File: src/shared/fault_supervisor_pkg.sv
// Constants and types shared by the fault supervisor and its filter counter
package fault_supervisor_pkg;

  ////////////////////////////////////////////////////////////////////////////
  // Clock
  localparam int CLK_PERIOD_PS = 8000;

  ////////////////////////////////////////////////////////////////////////////
  // Printed times, in their own unit
  localparam int UV_FILTER_NS = 3000;
  localparam int OV_FILTER_NS = 500;
  localparam int SETTLE_MASK_NS = 80000;
  localparam int SUM_OC_PERSIST_NS = 40000;

  // Least times round up to whole cycles
  localparam int UV_FILTER_CYC = (UV_FILTER_NS * 1000 + CLK_PERIOD_PS - 1) / CLK_PERIOD_PS;
  localparam int OV_FILTER_CYC = (OV_FILTER_NS * 1000 + CLK_PERIOD_PS - 1) / CLK_PERIOD_PS;
  localparam int SETTLE_MASK_CYC = (SETTLE_MASK_NS * 1000 + CLK_PERIOD_PS - 1) / CLK_PERIOD_PS;
  localparam int SUM_OC_PERSIST_CYC = (SUM_OC_PERSIST_NS * 1000 + CLK_PERIOD_PS - 1) / CLK_PERIOD_PS;

  ////////////////////////////////////////////////////////////////////////////
  // Widths
  localparam int COUNT_W = 16;
  localparam int TARGET_W = 8;
  localparam int CURRENT_W = 8;

  ////////////////////////////////////////////////////////////////////////////
  // Soft-start overcurrent bands, amps, and scale codes
  localparam logic [CURRENT_W-1:0] ICC_BAND_MID = 8'h28;
  localparam logic [CURRENT_W-1:0] ICC_BAND_HIGH = 8'h50;
  localparam logic [1:0] SS_SCALE_200MV = 2'h0;
  localparam logic [1:0] SS_SCALE_400MV = 2'h1;
  localparam logic [1:0] SS_SCALE_800MV = 2'h2;

  ////////////////////////////////////////////////////////////////////////////
  // Reference level forced after a fault
  typedef enum logic [1:0] {
    REF_NORMAL = 2'h0,
    REF_1V0 = 2'h1,
    REF_1V5 = 2'h2,
    REF_2V0 = 2'h3
  } ref_code_t;

  // Start-up window for soft-start overcurrent
  typedef enum logic [3:0] {
    SS_WAIT = 4'h1,
    SS_RAMP = 4'h2,
    SS_SETTLE = 4'h4,
    SS_DONE = 4'h8
  } ss_state_t;

  localparam logic [COUNT_W-1:0] COUNT_ZERO = 16'h0000;
  localparam logic [TARGET_W-1:0] TARGET_ZERO = 8'h00;

endpackage

File: src/core/persist_filter.sv
// Counts how long a level has held and flags when it reached a limit
`timescale 1ns/1ps
module persist_filter
  import fault_supervisor_pkg::*;
#(
  parameter int LIMIT = 1
) (
  input wire logic clk,
  input wire logic rstn,
  input wire logic level,
  output logic reached
);

  logic [fault_supervisor_pkg::COUNT_W-1:0] count;
  localparam logic [COUNT_W-1:0] LAST = COUNT_W'(LIMIT - 1);

  // Any gap in the level restarts the count
  always_ff @(posedge clk or negedge rstn) begin
    if (!rstn) begin
      count <= COUNT_ZERO;
    end else if (!level) begin
      count <= COUNT_ZERO;
    end else if (count != LAST) begin
      count <= count + COUNT_W'(1);
    end
  end

  // High on the edge that ends the LIMIT-th consecutive cycle
  always_ff @(posedge clk or negedge rstn) begin
    if (!rstn) begin
      reached <= 1'b0;
    end else begin
      reached <= level && (count == LAST);
    end
  end

endmodule // persist_filter

File: src/core/vr_fault_protection_supervisor.sv
// Latched fault supervisor for one regulator rail
`timescale 1ns/1ps
// Notes on behaviour
// - Undervoltage trips after the below-target compare holds 3 us.
// - Undervoltage trip drops ready and tri-states every PWM output; PWM stays low if overvoltage tripped first or in the same cycle.
// - Undervoltage ignored during target transitions and 80 us after settling.
// - Fault latches clear only by supply or enable cycling, nothing else.
// - Fault forces reference code: 1 V over, 1.5 V under, 2 V overcurrent; only the first fault's code is forced, overvoltage winning ties.
// - Soft-start overcurrent scale from max current: <40, 40-79, >=80 amps.
// - Soft-start overcurrent armed first ramp from zero plus 80 us; trips off.
// - Summed overcurrent latches after 40 us continuous excess; ready low, tri-state; PWM stays low if overvoltage tripped first or in the same cycle.
// - Summed overcurrent masked in transitions, 80 us after, and at zero target.
// - Overvoltage after 0.5 us filter drops ready, drives PWM low; PWM stays tri-stated if another fault tripped in an earlier cycle.
module vr_fault_protection_supervisor
  import fault_supervisor_pkg::*;
#(
  parameter int SETTLE_CYCLES = fault_supervisor_pkg::SETTLE_MASK_CYC,
  parameter int SUM_OC_CYCLES = fault_supervisor_pkg::SUM_OC_PERSIST_CYC
) (
  input wire logic clk,
  input wire logic rstn,
  input wire logic enable_in,
  input wire logic supply_ok,
  input wire logic target_transition,
  input wire logic [fault_supervisor_pkg::TARGET_W-1:0] voltage_target_code,
  input wire logic [fault_supervisor_pkg::CURRENT_W-1:0] max_current_setting,
  input wire logic below_uv_level,
  input wire logic above_ov_level,
  input wire logic above_softstart_oc_level,
  input wire logic above_summed_oc_level,
  output logic regulator_ok_out,
  output logic pwm_tristate,
  output logic pwm_force_low,
  output fault_supervisor_pkg::ref_code_t ref_level_code,
  output logic [1:0] softstart_oc_scale,
  output logic undervoltage_trip,
  output logic overvoltage_trip,
  output logic softstart_overcurrent_trip,
  output logic summed_overcurrent_trip
);

  import fault_supervisor_pkg::*;

  localparam logic [COUNT_W-1:0] SETTLE_LOAD = COUNT_W'(SETTLE_CYCLES);

  ////////////////////////////////////////////////////////////////////////////
  // Band selection from the max current setting

  function automatic logic [1:0] band_scale(input logic [CURRENT_W-1:0] amps);
    if (amps < ICC_BAND_MID) begin
      band_scale = SS_SCALE_200MV;
    end else if (amps < ICC_BAND_HIGH) begin
      band_scale = SS_SCALE_400MV;
    end else begin
      band_scale = SS_SCALE_800MV;
    end
  endfunction

  ////////////////////////////////////////////////////////////////////////////
  // Declarations

  logic running;
  logic transition_prev;
  logic [COUNT_W-1:0] settle_count;
  logic settle_mask;
  logic target_zero;
  logic any_fault;
  logic uv_filtered;
  logic ov_filtered;
  logic sum_oc_persisted;
  logic uv_event;
  logic ov_event;
  logic ss_oc_event;
  logic sum_oc_event;
  logic ss_armed;
  ss_state_t ss_state;
  ss_state_t next_ss_state;

  // Supply or enable low holds everything but softstart_oc_scale and transition_prev in its cleared state
  assign running = enable_in && supply_ok;
  assign target_zero = (voltage_target_code == TARGET_ZERO);
  // Edge after the fall is covered too, before the counter has loaded
  assign settle_mask = target_transition || transition_prev || (settle_count != COUNT_ZERO);
  assign any_fault = undervoltage_trip || overvoltage_trip || softstart_overcurrent_trip || summed_overcurrent_trip;
  assign ss_armed = (ss_state == SS_RAMP) || (ss_state == SS_SETTLE);

  ////////////////////////////////////////////////////////////////////////////
  // Settle window after each target transition

  always_ff @(posedge clk or negedge rstn) begin
    if (!rstn) begin
      transition_prev <= 1'b0;
    end else begin
      transition_prev <= target_transition;
    end
  end

  // Reloaded on each end of transition so back-to-back moves keep the mask
  always_ff @(posedge clk or negedge rstn) begin
    if (!rstn) begin
      settle_count <= COUNT_ZERO;
    end else if (!running || target_transition) begin
      settle_count <= COUNT_ZERO;
    end else if (transition_prev) begin
      settle_count <= SETTLE_LOAD;
    end else if (settle_count != COUNT_ZERO) begin
      settle_count <= settle_count - COUNT_W'(1);
    end
  end

  ////////////////////////////////////////////////////////////////////////////
  // Comparator filters

  // Mask also restarts the filter so a masked excursion never counts
  persist_filter #(
    .LIMIT(UV_FILTER_CYC)
  ) uv_filter (
    .clk(clk),
    .rstn(rstn),
    .level(below_uv_level && running && !settle_mask),
    .reached(uv_filtered)
  );

  // Zero target leaves no overvoltage reference to compare against
  persist_filter #(
    .LIMIT(OV_FILTER_CYC)
  ) ov_filter (
    .clk(clk),
    .rstn(rstn),
    .level(above_ov_level && running && !target_zero),
    .reached(ov_filtered)
  );

  persist_filter #(
    .LIMIT(SUM_OC_CYCLES)
  ) sum_oc_filter (
    .clk(clk),
    .rstn(rstn),
    .level(above_summed_oc_level && running && !settle_mask && !target_zero),
    .reached(sum_oc_persisted)
  );

  assign uv_event = uv_filtered && running;
  assign ov_event = ov_filtered && running;
  assign sum_oc_event = sum_oc_persisted && running;
  // Soft-start trip acts at once, no filter
  assign ss_oc_event = above_softstart_oc_level && ss_armed && running;

  ////////////////////////////////////////////////////////////////////////////
  // Soft-start window: first ramp from zero and its settle time only

  always_comb begin
    next_ss_state = ss_state;
    case (ss_state)
      SS_WAIT: begin
        // Output sits at zero until the first ramp after enable
        if (target_transition) begin
          next_ss_state = SS_RAMP;
        end
      end
      SS_RAMP: begin
        if (!target_transition) begin
          next_ss_state = SS_SETTLE;
        end
      end
      SS_SETTLE: begin
        if (!transition_prev && settle_count == COUNT_W'(1)) begin
          next_ss_state = SS_DONE;
        end
      end
      SS_DONE: begin
        next_ss_state = SS_DONE;
      end
      default: begin
        next_ss_state = SS_WAIT;
      end
    endcase
  end

  always_ff @(posedge clk or negedge rstn) begin
    if (!rstn) begin
      ss_state <= SS_WAIT;
    end else if (!running) begin
      ss_state <= SS_WAIT;
    end else begin
      ss_state <= next_ss_state;
    end
  end

  always_ff @(posedge clk or negedge rstn) begin
    if (!rstn) begin
      softstart_oc_scale <= SS_SCALE_200MV;
    end else begin
      softstart_oc_scale <= band_scale(max_current_setting);
    end
  end

  ////////////////////////////////////////////////////////////////////////////
  // Fault latches

  // Only a low on enable or supply clears; no software path exists
  always_ff @(posedge clk or negedge rstn) begin
    if (!rstn) begin
      undervoltage_trip <= 1'b0;
      overvoltage_trip <= 1'b0;
      softstart_overcurrent_trip <= 1'b0;
      summed_overcurrent_trip <= 1'b0;
    end else if (!running) begin
      undervoltage_trip <= 1'b0;
      overvoltage_trip <= 1'b0;
      softstart_overcurrent_trip <= 1'b0;
      summed_overcurrent_trip <= 1'b0;
    end else begin
      undervoltage_trip <= undervoltage_trip || uv_event;
      overvoltage_trip <= overvoltage_trip || ov_event;
      softstart_overcurrent_trip <= softstart_overcurrent_trip || ss_oc_event;
      summed_overcurrent_trip <= summed_overcurrent_trip || sum_oc_event;
    end
  end

  // Reported code is taken once; same-cycle ties favour overvoltage
  always_ff @(posedge clk or negedge rstn) begin
    if (!rstn) begin
      ref_level_code <= REF_NORMAL;
    end else if (!running) begin
      ref_level_code <= REF_NORMAL;
    end else if (!any_fault) begin
      if (ov_event) begin
        ref_level_code <= REF_1V0;
      end else if (uv_event) begin
        ref_level_code <= REF_1V5;
      end else if (ss_oc_event || sum_oc_event) begin
        ref_level_code <= REF_2V0;
      end
    end
  end

  ////////////////////////////////////////////////////////////////////////////
  // Power stage and ready outputs

  // PWM action follows the first fault, so a later fault cannot flip the stage
  always_ff @(posedge clk or negedge rstn) begin
    if (!rstn) begin
      pwm_tristate <= 1'b0;
      pwm_force_low <= 1'b0;
    end else if (!running) begin
      pwm_tristate <= 1'b0;
      pwm_force_low <= 1'b0;
    end else if (!any_fault) begin
      if (ov_event) begin
        pwm_force_low <= 1'b1;
      end else if (uv_event || ss_oc_event || sum_oc_event) begin
        pwm_tristate <= 1'b1;
      end
    end
  end

  // Ready needs a running rail at a nonzero target outside a transition and no fault; the settle window does not hold it low
  always_ff @(posedge clk or negedge rstn) begin
    if (!rstn) begin
      regulator_ok_out <= 1'b0;
    end else if (!running || any_fault || uv_event || ov_event || ss_oc_event || sum_oc_event) begin
      regulator_ok_out <= 1'b0;
    end else begin
      regulator_ok_out <= !target_zero && !target_transition;
    end
  end

endmodule // vr_fault_protection_supervisor

File: config.mk
export PLATFORM = sky130hd
export DESIGN_NAME = vr_fault_protection_supervisor
export DESIGN_NICKNAME = d
export VERILOG_FILES = /design/src/shared/fault_supervisor_pkg.sv /design/src/core/persist_filter.sv /design/src/core/vr_fault_protection_supervisor.sv
export SDC_FILE = /design/constraint.sdc
export NUM_CORES = 1
export LEC_CHECK = 0
export ABC_AREA = 0
export BUFFER_PORTS_ARGS = -buffer_cell sky130_fd_sc_hd__buf_4
export CAP_MARGIN = 10
export CELL_PAD_IN_SITES_DETAIL_PLACEMENT = 0
export CELL_PAD_IN_SITES_GLOBAL_PLACEMENT = 1
export CORE_AREA = 2 2 109 111
export DETAILED_ROUTE_END_ITERATION = 7
export DIE_AREA = 0 0 111 113
export PLACE_DENSITY_LB_ADDON = 0.1
export SLEW_MARGIN = 20
export SYNTH_ARGS = -nofsm -noshare
export SYNTH_HDL_FRONTEND = slang
export SYNTH_HIERARCHICAL = 1
export SYNTH_SLANG_ARGS = --single-unit
File: constraint.sdc
create_clock -name clk -period 3.61 [get_ports clk]
set_input_delay 0.5415 -clock clk [delete_from_list [all_inputs] [get_ports clk]]
set_output_delay 0.5415 -clock clk [all_outputs]
set_load 0.02 [all_outputs]
==> metrics, run 1 <==
outcome finished, final reports clean; post-synthesis simple-gate area fraction 30.1%; DR WL/cell 15.6 µm; Post-DP Area 4840 µm²; #FFs+latches synth 83; Post-synth EDFFs 0; cts bufs inserted 9; area share of fa/ha/maj cells after synthesis 1.96%; Area Overhead vs Synth 15.2%; RePlAce Congestion 0.781; area share of the largest cell type after synthesis 46.0%; 1st-iter DRT viols 156; worst reg2reg setup slack 0.78 ns; Mapped Nets roughly 490; Core Region 11,300 µm²; Tmin final 2.83 ns; post-synthesis xor/xnor area fraction 6.67%; sequential share of power 46.2%; Die ar. 12,500 µm²; worst path required time 3.89 ns; Max Slew Vio Count 0; proportion of synthesized area in mux cells 1.57%; Die H 113 µm; Resized Gates After CTS 0; Routed Antenna Nets 0; GRT overflow 0; final core occ 45.6%; Cells after Synth around 460; predominant post-synthesis flop cell dfrtp_1; via count 3,421; final hold vios 0; Synth Area in Compound Gates 10.2%; cell with the most instances after synthesis dfrtp_1; post-synthesis sequential area ratio 46.6%; Net Sw Frac 24.2%; Comb power frac 9.4%; post-synth cell types 65; final instance area 5140 µm²; FP Rows 39; CTS tree done; Worst Tran Pin Value approximately 0.96 ns; maximum root-to-sink buffer count 2; post-DP HPWL 6.83 mm; synth top area cells dfrtp_1 46%, nor2_1 5.6%, xnor2_1 5.5%; Ys Warns 6; drt total wl 9.91 mm; RSZ-0062 raised after global routing false; Ports 36; fmax 0.353 GHz; clk_lat worst skew 0.34 ns; Fin Setup TNS 0 ns; Clock Skew 0.00552 ns; first-pass GRT wire length 17.3 mm; pin count of the biggest net entering global routing just over 40; fin nets 521; Total Routing Usage GR between 15 and 20%; number of global-route vias before repair 3,444; switching power roughly 500 µW; # setup viols final 0; Starting Density 39.6%; die extent in x approximately 110 µm; WP data arrival 3.12 ns; Tightest Hold Check Type primary input to asynchronous set/reset pin; maxcap violations 0; Internal about 1.6 mW; cts hold-fix bufs 0; largest family of logic cells by synthesized area simple AND/OR/NAND/NOR gates; DR vias/cell 5.37; # DRC 0; # port buffers 32; DR pass1 iterations 5; Rel. slew slack between 30% and 40%; clock slew at reported path FFs 0.06 ns; Async SR Flop Fraction 100%; maximum fanout along the worst path 16; CTS Root Cell clkbuf_16; PwrDens 404 nW/µm²; period utilization 78.5%; reg2reg start settle_count[0]; list of most frequent post-synthesis cells 82 x dfrtp_1, 66 x nor2_1, 30 x nand2_1; Mapped Avg Cell Area ~10 µm²; clock network fraction of total power 44.4%; ratio of cells with drive above 1 in the final layout between 10% and 20%; Mapped Area 4460 µm²; CP Launch Type flop; initial antenna violation count 0; Reg2Reg Depth 9; clk sink count 83; antenna fix cells 0; H-tree Lvls 3; Worst setup EP type flop; P_leak 2.10 nW; postcts setup bufs 0; maximum vdd drop 0.000266 V; largest area contributor in the netlist dfrtp_1; Fill cells around 1,100; critical path type flop to flop; reg-to-reg critical path endpoint sum_oc_filter/count[2]
cell type report:
type	instances	area (µm²)	area share, %
clock inverter	4	50.0	0.974
tap	143	179	3.48
timing repair buffer	35	263	5.11
multi-input combinational	341	2250	43.8
inverter	19	71.3	1.39
sequential	83	2080	40.4
clock buffer	12	246	4.80
power by group through the flow:
stage | sequential, mW | clock, mW | combinational [mW]
floorplan | 0.975 | 0 | 0.129
global placement | 0.976 | 0 | 0.198
detailed placement | 0.976 | 0 | 0.198
CTS | 0.959 | 0.953 | 0.200
global route | 0.961 | 0.993 | 0.225
finish | 0.959 | 0.922 | 0.196
flip-flops by register name, indices dropped and copies added, names as in the netlist, 2 cells and up:
register and flops:
ov_filter/count 16, sum_oc_filter/count 16, ref_level_code 2, ss_state 4, softstart_oc_scale 2, uv_filter/count 16
settle_count 16
routing by layer:
metal  track usage [%]  wire length (µm)
met5                 0                 0
met3              5.36               413
met1              24.3              5100
met4              4.58               106
met2              26.1              4290
cells by family after synthesis:
kind of cell	after synthesis
simple gates	226
fa+ha+maj	7
flops	83
compound gates	67
mux	7
xor+xnor	34
buf+inv	31
worst max-delay path by stage:
stage                           from                      to  slack, ns  cells past startpoint
floorplan           settle_count[13]  sum_oc_filter/count[2]       1.43                      8
global placement     settle_count[0]  sum_oc_filter/count[2]       0.89                      9
detailed placement   settle_count[0]  sum_oc_filter/count[2]       0.77                      9
CTS                  settle_count[0]  sum_oc_filter/count[2]       0.75                      9
global route         settle_count[0]  sum_oc_filter/count[2]       0.49                      9
finish               settle_count[0]  sum_oc_filter/count[2]       0.78                      9
metrics by stage:
step / power, mW / setup slack (ns) / hold WS [ns] / cells
after floorplan: 1.10 / 1.43 / 0.246 / 455
after CTS: 2.11 / 0.749 / 0.0745 / 637
final: 2.08 / 0.776 / 0.0737 / 637
after global placement: 1.17 / 0.891 / 0.443 / 621
after global routing: 2.18 / 0.493 / 0.0790 / 637
after detailed placement: 1.17 / 0.767 / 0.441 / 621
placed cells by master (no fill, tap or decap), types with 4 or more instances in the layout:
| cell | n |
|---|---|
| dfrtp_1 | 82 |
| nor2_1 | 66 |
| buf_4 | 35 |
| nand2_1 | 30 |
| xnor2_1 | 28 |
| nor3_1 | 21 |
| inv_1 | 19 |
| a21oi_1 | 17 |
| nand3_1 | 17 |
| nor4_1 | 11 |
| nand4_1 | 11 |
| or3_1 | 10 |
| nor4_2 | 10 |
| o21ai_0 | 9 |
| clkbuf_16 | 9 |
| nand2b_1 | 7 |
| or4_1 | 7 |
| o21ai_1 | 7 |
| mux2i_1 | 7 |
| ha_1 | 7 |
| xor2_1 | 6 |
| o31ai_1 | 4 |
| a211oi_1 | 4 |
critical path, stage by stage, from the launching register on:
cell and delay (ns):
dfrtp_1 0.46, inv_1 0.10, ha_1 0.24, nor4b_2 0.44, nand3_2 0.24, nor3_2 0.25, and4_1 0.33, inv_1 0.30
a211oi_1 0.30, a31o_1 0.12
No activity file was read; power rests on OpenSTA's default activity.
==> run 2, diff against run 1 <==
--- a/config.mk
+++ b/config.mk
@@ -5,14 +5,14 @@
 export SDC_FILE = /design/constraint.sdc
 export NUM_CORES = 1
 export LEC_CHECK = 0
-export ABC_AREA = 0
+export ABC_AREA = 1
 export BUFFER_PORTS_ARGS = -buffer_cell sky130_fd_sc_hd__buf_4
 export CAP_MARGIN = 10
 export CELL_PAD_IN_SITES_DETAIL_PLACEMENT = 0
 export CELL_PAD_IN_SITES_GLOBAL_PLACEMENT = 1
-export CORE_AREA = 2 2 109 111
+export CORE_AREA = 2 2 116 118
 export DETAILED_ROUTE_END_ITERATION = 7
-export DIE_AREA = 0 0 111 113
+export DIE_AREA = 0 0 118 120
 export PLACE_DENSITY_LB_ADDON = 0.1
 export SLEW_MARGIN = 20
 export SYNTH_ARGS = -nofsm -noshare
==> constraint.sdc (replaced) <==
create_clock -name clk -period 2.86 [get_ports clk]
set_input_delay 0.429 -clock clk [delete_from_list [all_inputs] [get_ports clk]]
set_output_delay 0.429 -clock clk [all_outputs]
set_load 0.02 [all_outputs]
==> metrics, run 2 <==
Tmin final 2.08 ns (-0.750 ns); Max Slew Vio Count 0 (unchanged); met2 Resource Use GR 28.1% (+2.0 points); GRT overflow 0 (unchanged); post-DP HPWL 8.87 mm (+30%); cell with the most instances after synthesis nand2_1; clk_lat worst skew 0.35 ns (about the same); pin count of the biggest net entering global routing 45 (+9.8%); # DRC 0 (unchanged); initial antenna violation count 0 (unchanged); clk sink count 83 (unchanged); fin nets 778 (+49%); outcome finished, final reports clean; synth top area cells dfrtp_1 41%, nand2_1 12%, nor2_1 9.6%; list of most frequent post-synthesis cells 164 x nand2_1, 129 x nor2_1, 87 x inv_1; #FFs+latches synth 83 (unchanged); Rel. slew slack 63.7% (+28 points); maxcap violations 0 (unchanged); RSZ-0062 raised after global routing false; first-pass GRT wire length 20.4 mm (+18%); Worst Tran Pin Value 0.544 ns (-0.411 ns); Mapped Avg Cell Area 7.12 µm² (-27%); P_leak 2.78 nW (+32%); Resized Gates After CTS 0 (unchanged); Clock Skew 0.00785 ns (+0.00233 ns); area of the multi-input gates 2550 µm² (+13%); Mapped Area 5030 µm² (+13%); Worst setup EP type flop; FP Rows 42 (+7.7%); Routed Antenna Nets 0 (unchanged); Total Routing Usage GR 17.9% (+0.64 points); cts hold-fix bufs 0 (unchanged); period utilization 72.8% (-5.6 points); # port buffers 32 (unchanged); final hold vios 0 (unchanged); predominant post-synthesis flop cell dfrtp_1; met1 capacity usage during global routing 24.4% (+0.077 points); commonest non-fill, non-tap cell in the layout nand2_1; antenna fix cells 0 (unchanged); Tightest Hold Check Type primary input to asynchronous set/reset pin; WP data arrival 2.34 ns (-0.78 ns); via count 4,533 (+33%); Ys Warns 6 (unchanged); Area Overhead vs Synth 14.6%; fmax 0.480 GHz (+36%); Core Region 13,000 µm² (+15%); met3 usage 2.76% (-2.6 points); DR WL/cell 12.8 µm (-17%); register cell area after layout 2080 µm² (unchanged); ratio of cells with drive above 1 in the final layout 14.9% (-1.9 points); CP Launch Type flop; Ports 36 (unchanged); die extent in x 118 µm (+6.3%); commonest cells after routing, fill and taps aside 164 x nand2_1, 129 x nor2_1, 87 x inv_1; Top Usage Layer GRT met2; Fin Setup TNS 0 ns (unchanged); number of global-route vias before repair 4,334 (+26%); largest area contributor in the netlist dfrtp_1; Cells after Synth 707 (+55%); Async SR Flop Fraction 100% (unchanged); maximum fanout along the worst path 17 (+1); RePlAce Congestion 0.847 (+8.4%); Post-synth EDFFs 0 (unchanged); H-tree Lvls 3 (unchanged); clock slew at reported path FFs 0.06 ns (about the same); drt total wl 11.9 mm (+20%); cts bufs inserted 9 (unchanged); Post-DP Area 5480 µm² (+13%); Die ar. 14,200 µm² (+13%); post-synthesis sequential area ratio 41.3% (-5.3 points); Starting Density 38.8% (-0.82 points); postcts setup bufs 0 (unchanged); maximum vdd drop 0.000213 V (-20%); CTS tree done; critical path type flop to flop; Die H 120 µm (+6.2%); DR vias/cell 4.89 (-8.9%); maximum root-to-sink buffer count 2 (unchanged); # setup viols final 0 (unchanged); Mapped Nets 739 (+52%); CTS Root Cell clkbuf_16; worst path required time 3.12 ns (-0.77 ns); 1st-iter DRT viols 266 (+71%); PwrDens 444 nW/µm² (+9.9%); Fill cells 1,368 (+26%); area share of the largest cell type after synthesis 40.8% (-5.2 points); post-synth cell types 37 (-43%); final instance area 5770 µm² (+12%); DR pass1 iterations 4 (-1)
## run 2: cell types whose count changed after synthesis, moves of 12 or more
cell	previous run	this run
nand2_2	0	16
xnor2_1	28	0
nor2_2	0	12
nand2_1	30	164
nor2_1	66	129
inv_1	19	87
nand3_1	17	72
nand4_1	11	26
## run 2: path summary, 6_finish.rpt
kind	slack, ns	start	cells past startpoint	endpoint
min in group clk	0.25	target_transition	1	transition_prev
max in group asynchronous	2.17	rstn	2	uv_filter/count[11]
setup reg to reg	0.78	settle_count[0]	9	sum_oc_filter/count[2]
hold / removal	0.06	rstn	1	settle_count[0]
hold reg to reg	0.48	pwm_tristate	2	pwm_tristate
setup / recovery	0.78	settle_count[0]	9	sum_oc_filter/count[2]
## run 2: final cells by class
class	count	area share (%)
tap	176	3.82
multi-input combinational	521	44.2
clock inverter	4	0.434
timing repair buffer	36	4.90
clock buffer	12	4.45
sequential	83	36.0
inverter	95	6.18
## run 2: logic make-up after synthesis
kind of cell	count (synthesis)	synth area share, %
and+or+nand+nor	467	43.5
buffers and inverters	103	8.08
DFF	83	41.3
AOI/OAI and AO/OA	42	4.48
adders and majority gates	7	1.74
xor gates and xnor gates	5	0.870
## run 2: critical path, cell delays in order (launching register included)
cell and delay (ns):
dfrtp_1 0.46, inv_1 0.11, ha_1 0.20, nand2_2 0.13
nor2_4 0.19, nand4_1 0.17, nor2_1 0.12, buf_4 0.23
inv_1 0.13, o31ai_1 0.24
## run 2: metal layers
metal / up-vias / routed length (µm)
li1: 2328 / -
met3: 18 / 389
met2: 71 / 5280
met4: 0 / 288
met1: 2116 / 5940
met5: - / 0
## run 2: per-stage QoR
step	util (%)	worst slack [ns]	total power [mW]	cells	hold WS [ns]
6_report	44.4	0.777	2.56	927	0.0643
3_3_place_gp	42.2	0.686	1.46	911	0.454
5_1_grt	44.4	0.573	2.68	927	0.117
3_5_place_dp	42.2	0.648	1.47	911	0.453
4_1_cts	44.4	0.752	2.60	927	0.0828
2_1_floorplan	-	1.11	1.37	707	0.133
## run 2: power by group
group          switching, mW  leakage, nW  internal [mW]
registers             0.0157         1.14           1.19
logic                  0.150         1.50         0.0836
clock network          0.486        0.135          0.633
==> run 3, diff against run 2 <==
==> constraint.sdc (replaced) <==
create_clock -name clk -period 2 [get_ports clk]
set_input_delay 0.3 -clock clk [delete_from_list [all_inputs] [get_ports clk]]
set_output_delay 0.3 -clock clk [all_outputs]
set_load 0.02 [all_outputs]
==> metrics, run 3 (synthesis results as in run 2) <==
outcome finished, final reports clean; Worst Tran Pin Value 0.420 ns (-0.124 ns); critical path type flop to flop; period utilization 93.0% (+20 points); CP Launch Type flop; Core Region 13,000 µm² (unchanged); Rel. slew slack 71.9% (+8.1 points); Critical Path, Cell by Cell inv_1 -> ha_2 -> nand2_4 -> nor2_4 -> nand4_1 -> nor2_2 -> buf_6 -> buf_4 -> nand4_1 -> nand2_1; Area Overhead vs Synth 17.1%; 1st-iter DRT viols 235 (-12%); Reg2Reg Depth 10 (+1); commonest non-fill, non-tap cell in the layout nand2_1; Worst setup EP type flop; maxcap violations 0 (unchanged); CTS Root Cell clkbuf_16; Die H 120 µm (unchanged); CTS tree done; commonest cells after routing, fill and taps aside 164 x nand2_1, 126 x nor2_1, 86 x inv_1; post-DP HPWL 9.02 mm (+1.7%); Ports 36 (unchanged); reg-to-reg critical path endpoint uv_filter/count[1]; fmax 0.538 GHz (+12%); # port buffers 32 (unchanged); CP max stage delay 0.39 ns (-0.07 ns); RePlAce Congestion 0.844 (-0.31%); drt total wl 11.9 mm (about the same); DR pass1 iterations 5 (+1); DR vias/cell 4.87 (-0.47%); maximum root-to-sink buffer count 2 (unchanged); number of global-route vias before repair 4,400 (+1.5%); most frequent CP cell nand4_1; GRT overflow 0 (unchanged); worst path required time 2.29 ns (-0.83 ns); worst setup margin 0.140 ns (-0.637 ns); Slowest-stage cell, CP dfrtp_1; PwrDens 629 nW/µm² (+42%); initial antenna violation count 0 (unchanged); CP startpoint settle_count[1]; fin nets 792 (+1.8%); P_leak 2.85 nW (+2.5%); Tightest Hold Check Type primary input to flop; clk sink count 83 (unchanged); Tmin final 1.86 ns (-0.223 ns); first-pass GRT wire length 20.7 mm (+1.4%); Total Routing Usage GR 18.2% (+0.25 points); H-tree Lvls 3 (unchanged); reg2reg start settle_count[1]; antenna fix cells 0 (unchanged); final hold vios 0 (unchanged); Clock Skew 0.00694 ns (-0.000906 ns); Starting Density 38.8% (unchanged); die extent in x 118 µm (unchanged); maximum vdd drop 0.000293 V (+37%); DR WL/cell 12.7 µm (-1.4%); # DRC 0 (unchanged); ratio of cells with drive above 1 in the final layout 17.0% (+2.1 points); worst setup path endpoint uv_filter/count[1]; Routed Antenna Nets 0 (unchanged); Die ar. 14,200 µm² (unchanged); post-place setup slack 0.0369 ns (-0.611 ns); final core occ 45.4% (+0.97 points); maximum fanout along the worst path 8 (-9); # setup viols final 0 (unchanged); WP data arrival 2.15 ns (-0.19 ns); Design Power 3.71 mW (+45%); pin count of the biggest net entering global routing 35 (-22%); clk_lat worst skew 0.35 ns (about the same); worst reg2reg setup slack 0.14 ns (-0.64 ns); via count 4,580 (+1.0%); FP Rows 42 (unchanged); cts bufs inserted 9 (unchanged); clock slew at reported path FFs 0.06 ns (about the same); Max Slew Vio Count 0 (unchanged)
## run 3: cell types whose count changed in the layout (fill, tap and decap cells not counted), sizes merged
cell	before	now
buf	36	49
dlygate4sd3	0	1
## run 3: per-stage QoR
step	instance area [µm²]	setup TNS, ns	hold slack, ns	std cells
finish	5890	0	0.112	941
global route	5890	-0.00977	0.112	941
CTS	5840	0	0.0989	936
detailed placement	5540	0	0.256	919
global placement	5540	0	0.250	919
floorplan	5030	0	0.00441	707
## run 3: worst min-delay path by stage
stage | to | slack (ns) | cells past startpoint | start
6_report | transition_prev | 0.11 | 1 | target_transition
5_1_grt | transition_prev | 0.11 | 1 | target_transition
4_1_cts | transition_prev | 0.1 | 1 | target_transition
3_5_place_dp | settle_count[3] | 0.26 | 1 | rstn
3_3_place_gp | settle_count[3] | 0.25 | 1 | rstn
2_1_floorplan | ov_filter/count[0] | 0.004 | 0 | rstn
## run 3: layout make-up
| type | instances | area, µm² |
|---|---|---|
| Clock buffer | 12 | 256 |
| Multi-Input combinational cell | 521 | 2560 |
| Clock inverter | 4 | 25.0 |
| Fill cell | 1344 | 7090 |
| Inverter | 95 | 357 |
| Sequential cell | 83 | 2080 |
| Timing Repair Buffer | 50 | 394 |
| Tap cell | 176 | 220 |
## run 3: where the power goes
group | internal, mW | switching (mW) | total [mW]
Sequential | 1.70 | 0.0220 | 1.73
Combinational | 0.146 | 0.221 | 0.367
Clock | 0.906 | 0.705 | 1.61
Total | 2.76 | 0.949 | 3.71
## run 3: routing by layer
layer  GRT usage (%)  share of wire, %
met5               0                 0
met3            2.71               3.2
met2            28.6                44
met4            8.51               2.4
met1            24.7                50
## run 3: repair_timing
item	4_1_cts	5_1_grt
endpoints found under the setup margin	0	29
hold buffers	1	0
endpoints found under the hold margin	23	0
resized for setup	0	7
setup buffers	0	5
## run 3: critical path: cells and delay by family (launching register included)
family | cells | cell delay (ns)
flops | 1 | 0.39
simple gates | 6 | 0.82
buf+inv | 3 | 0.37
fa+ha+maj | 1 | 0.22
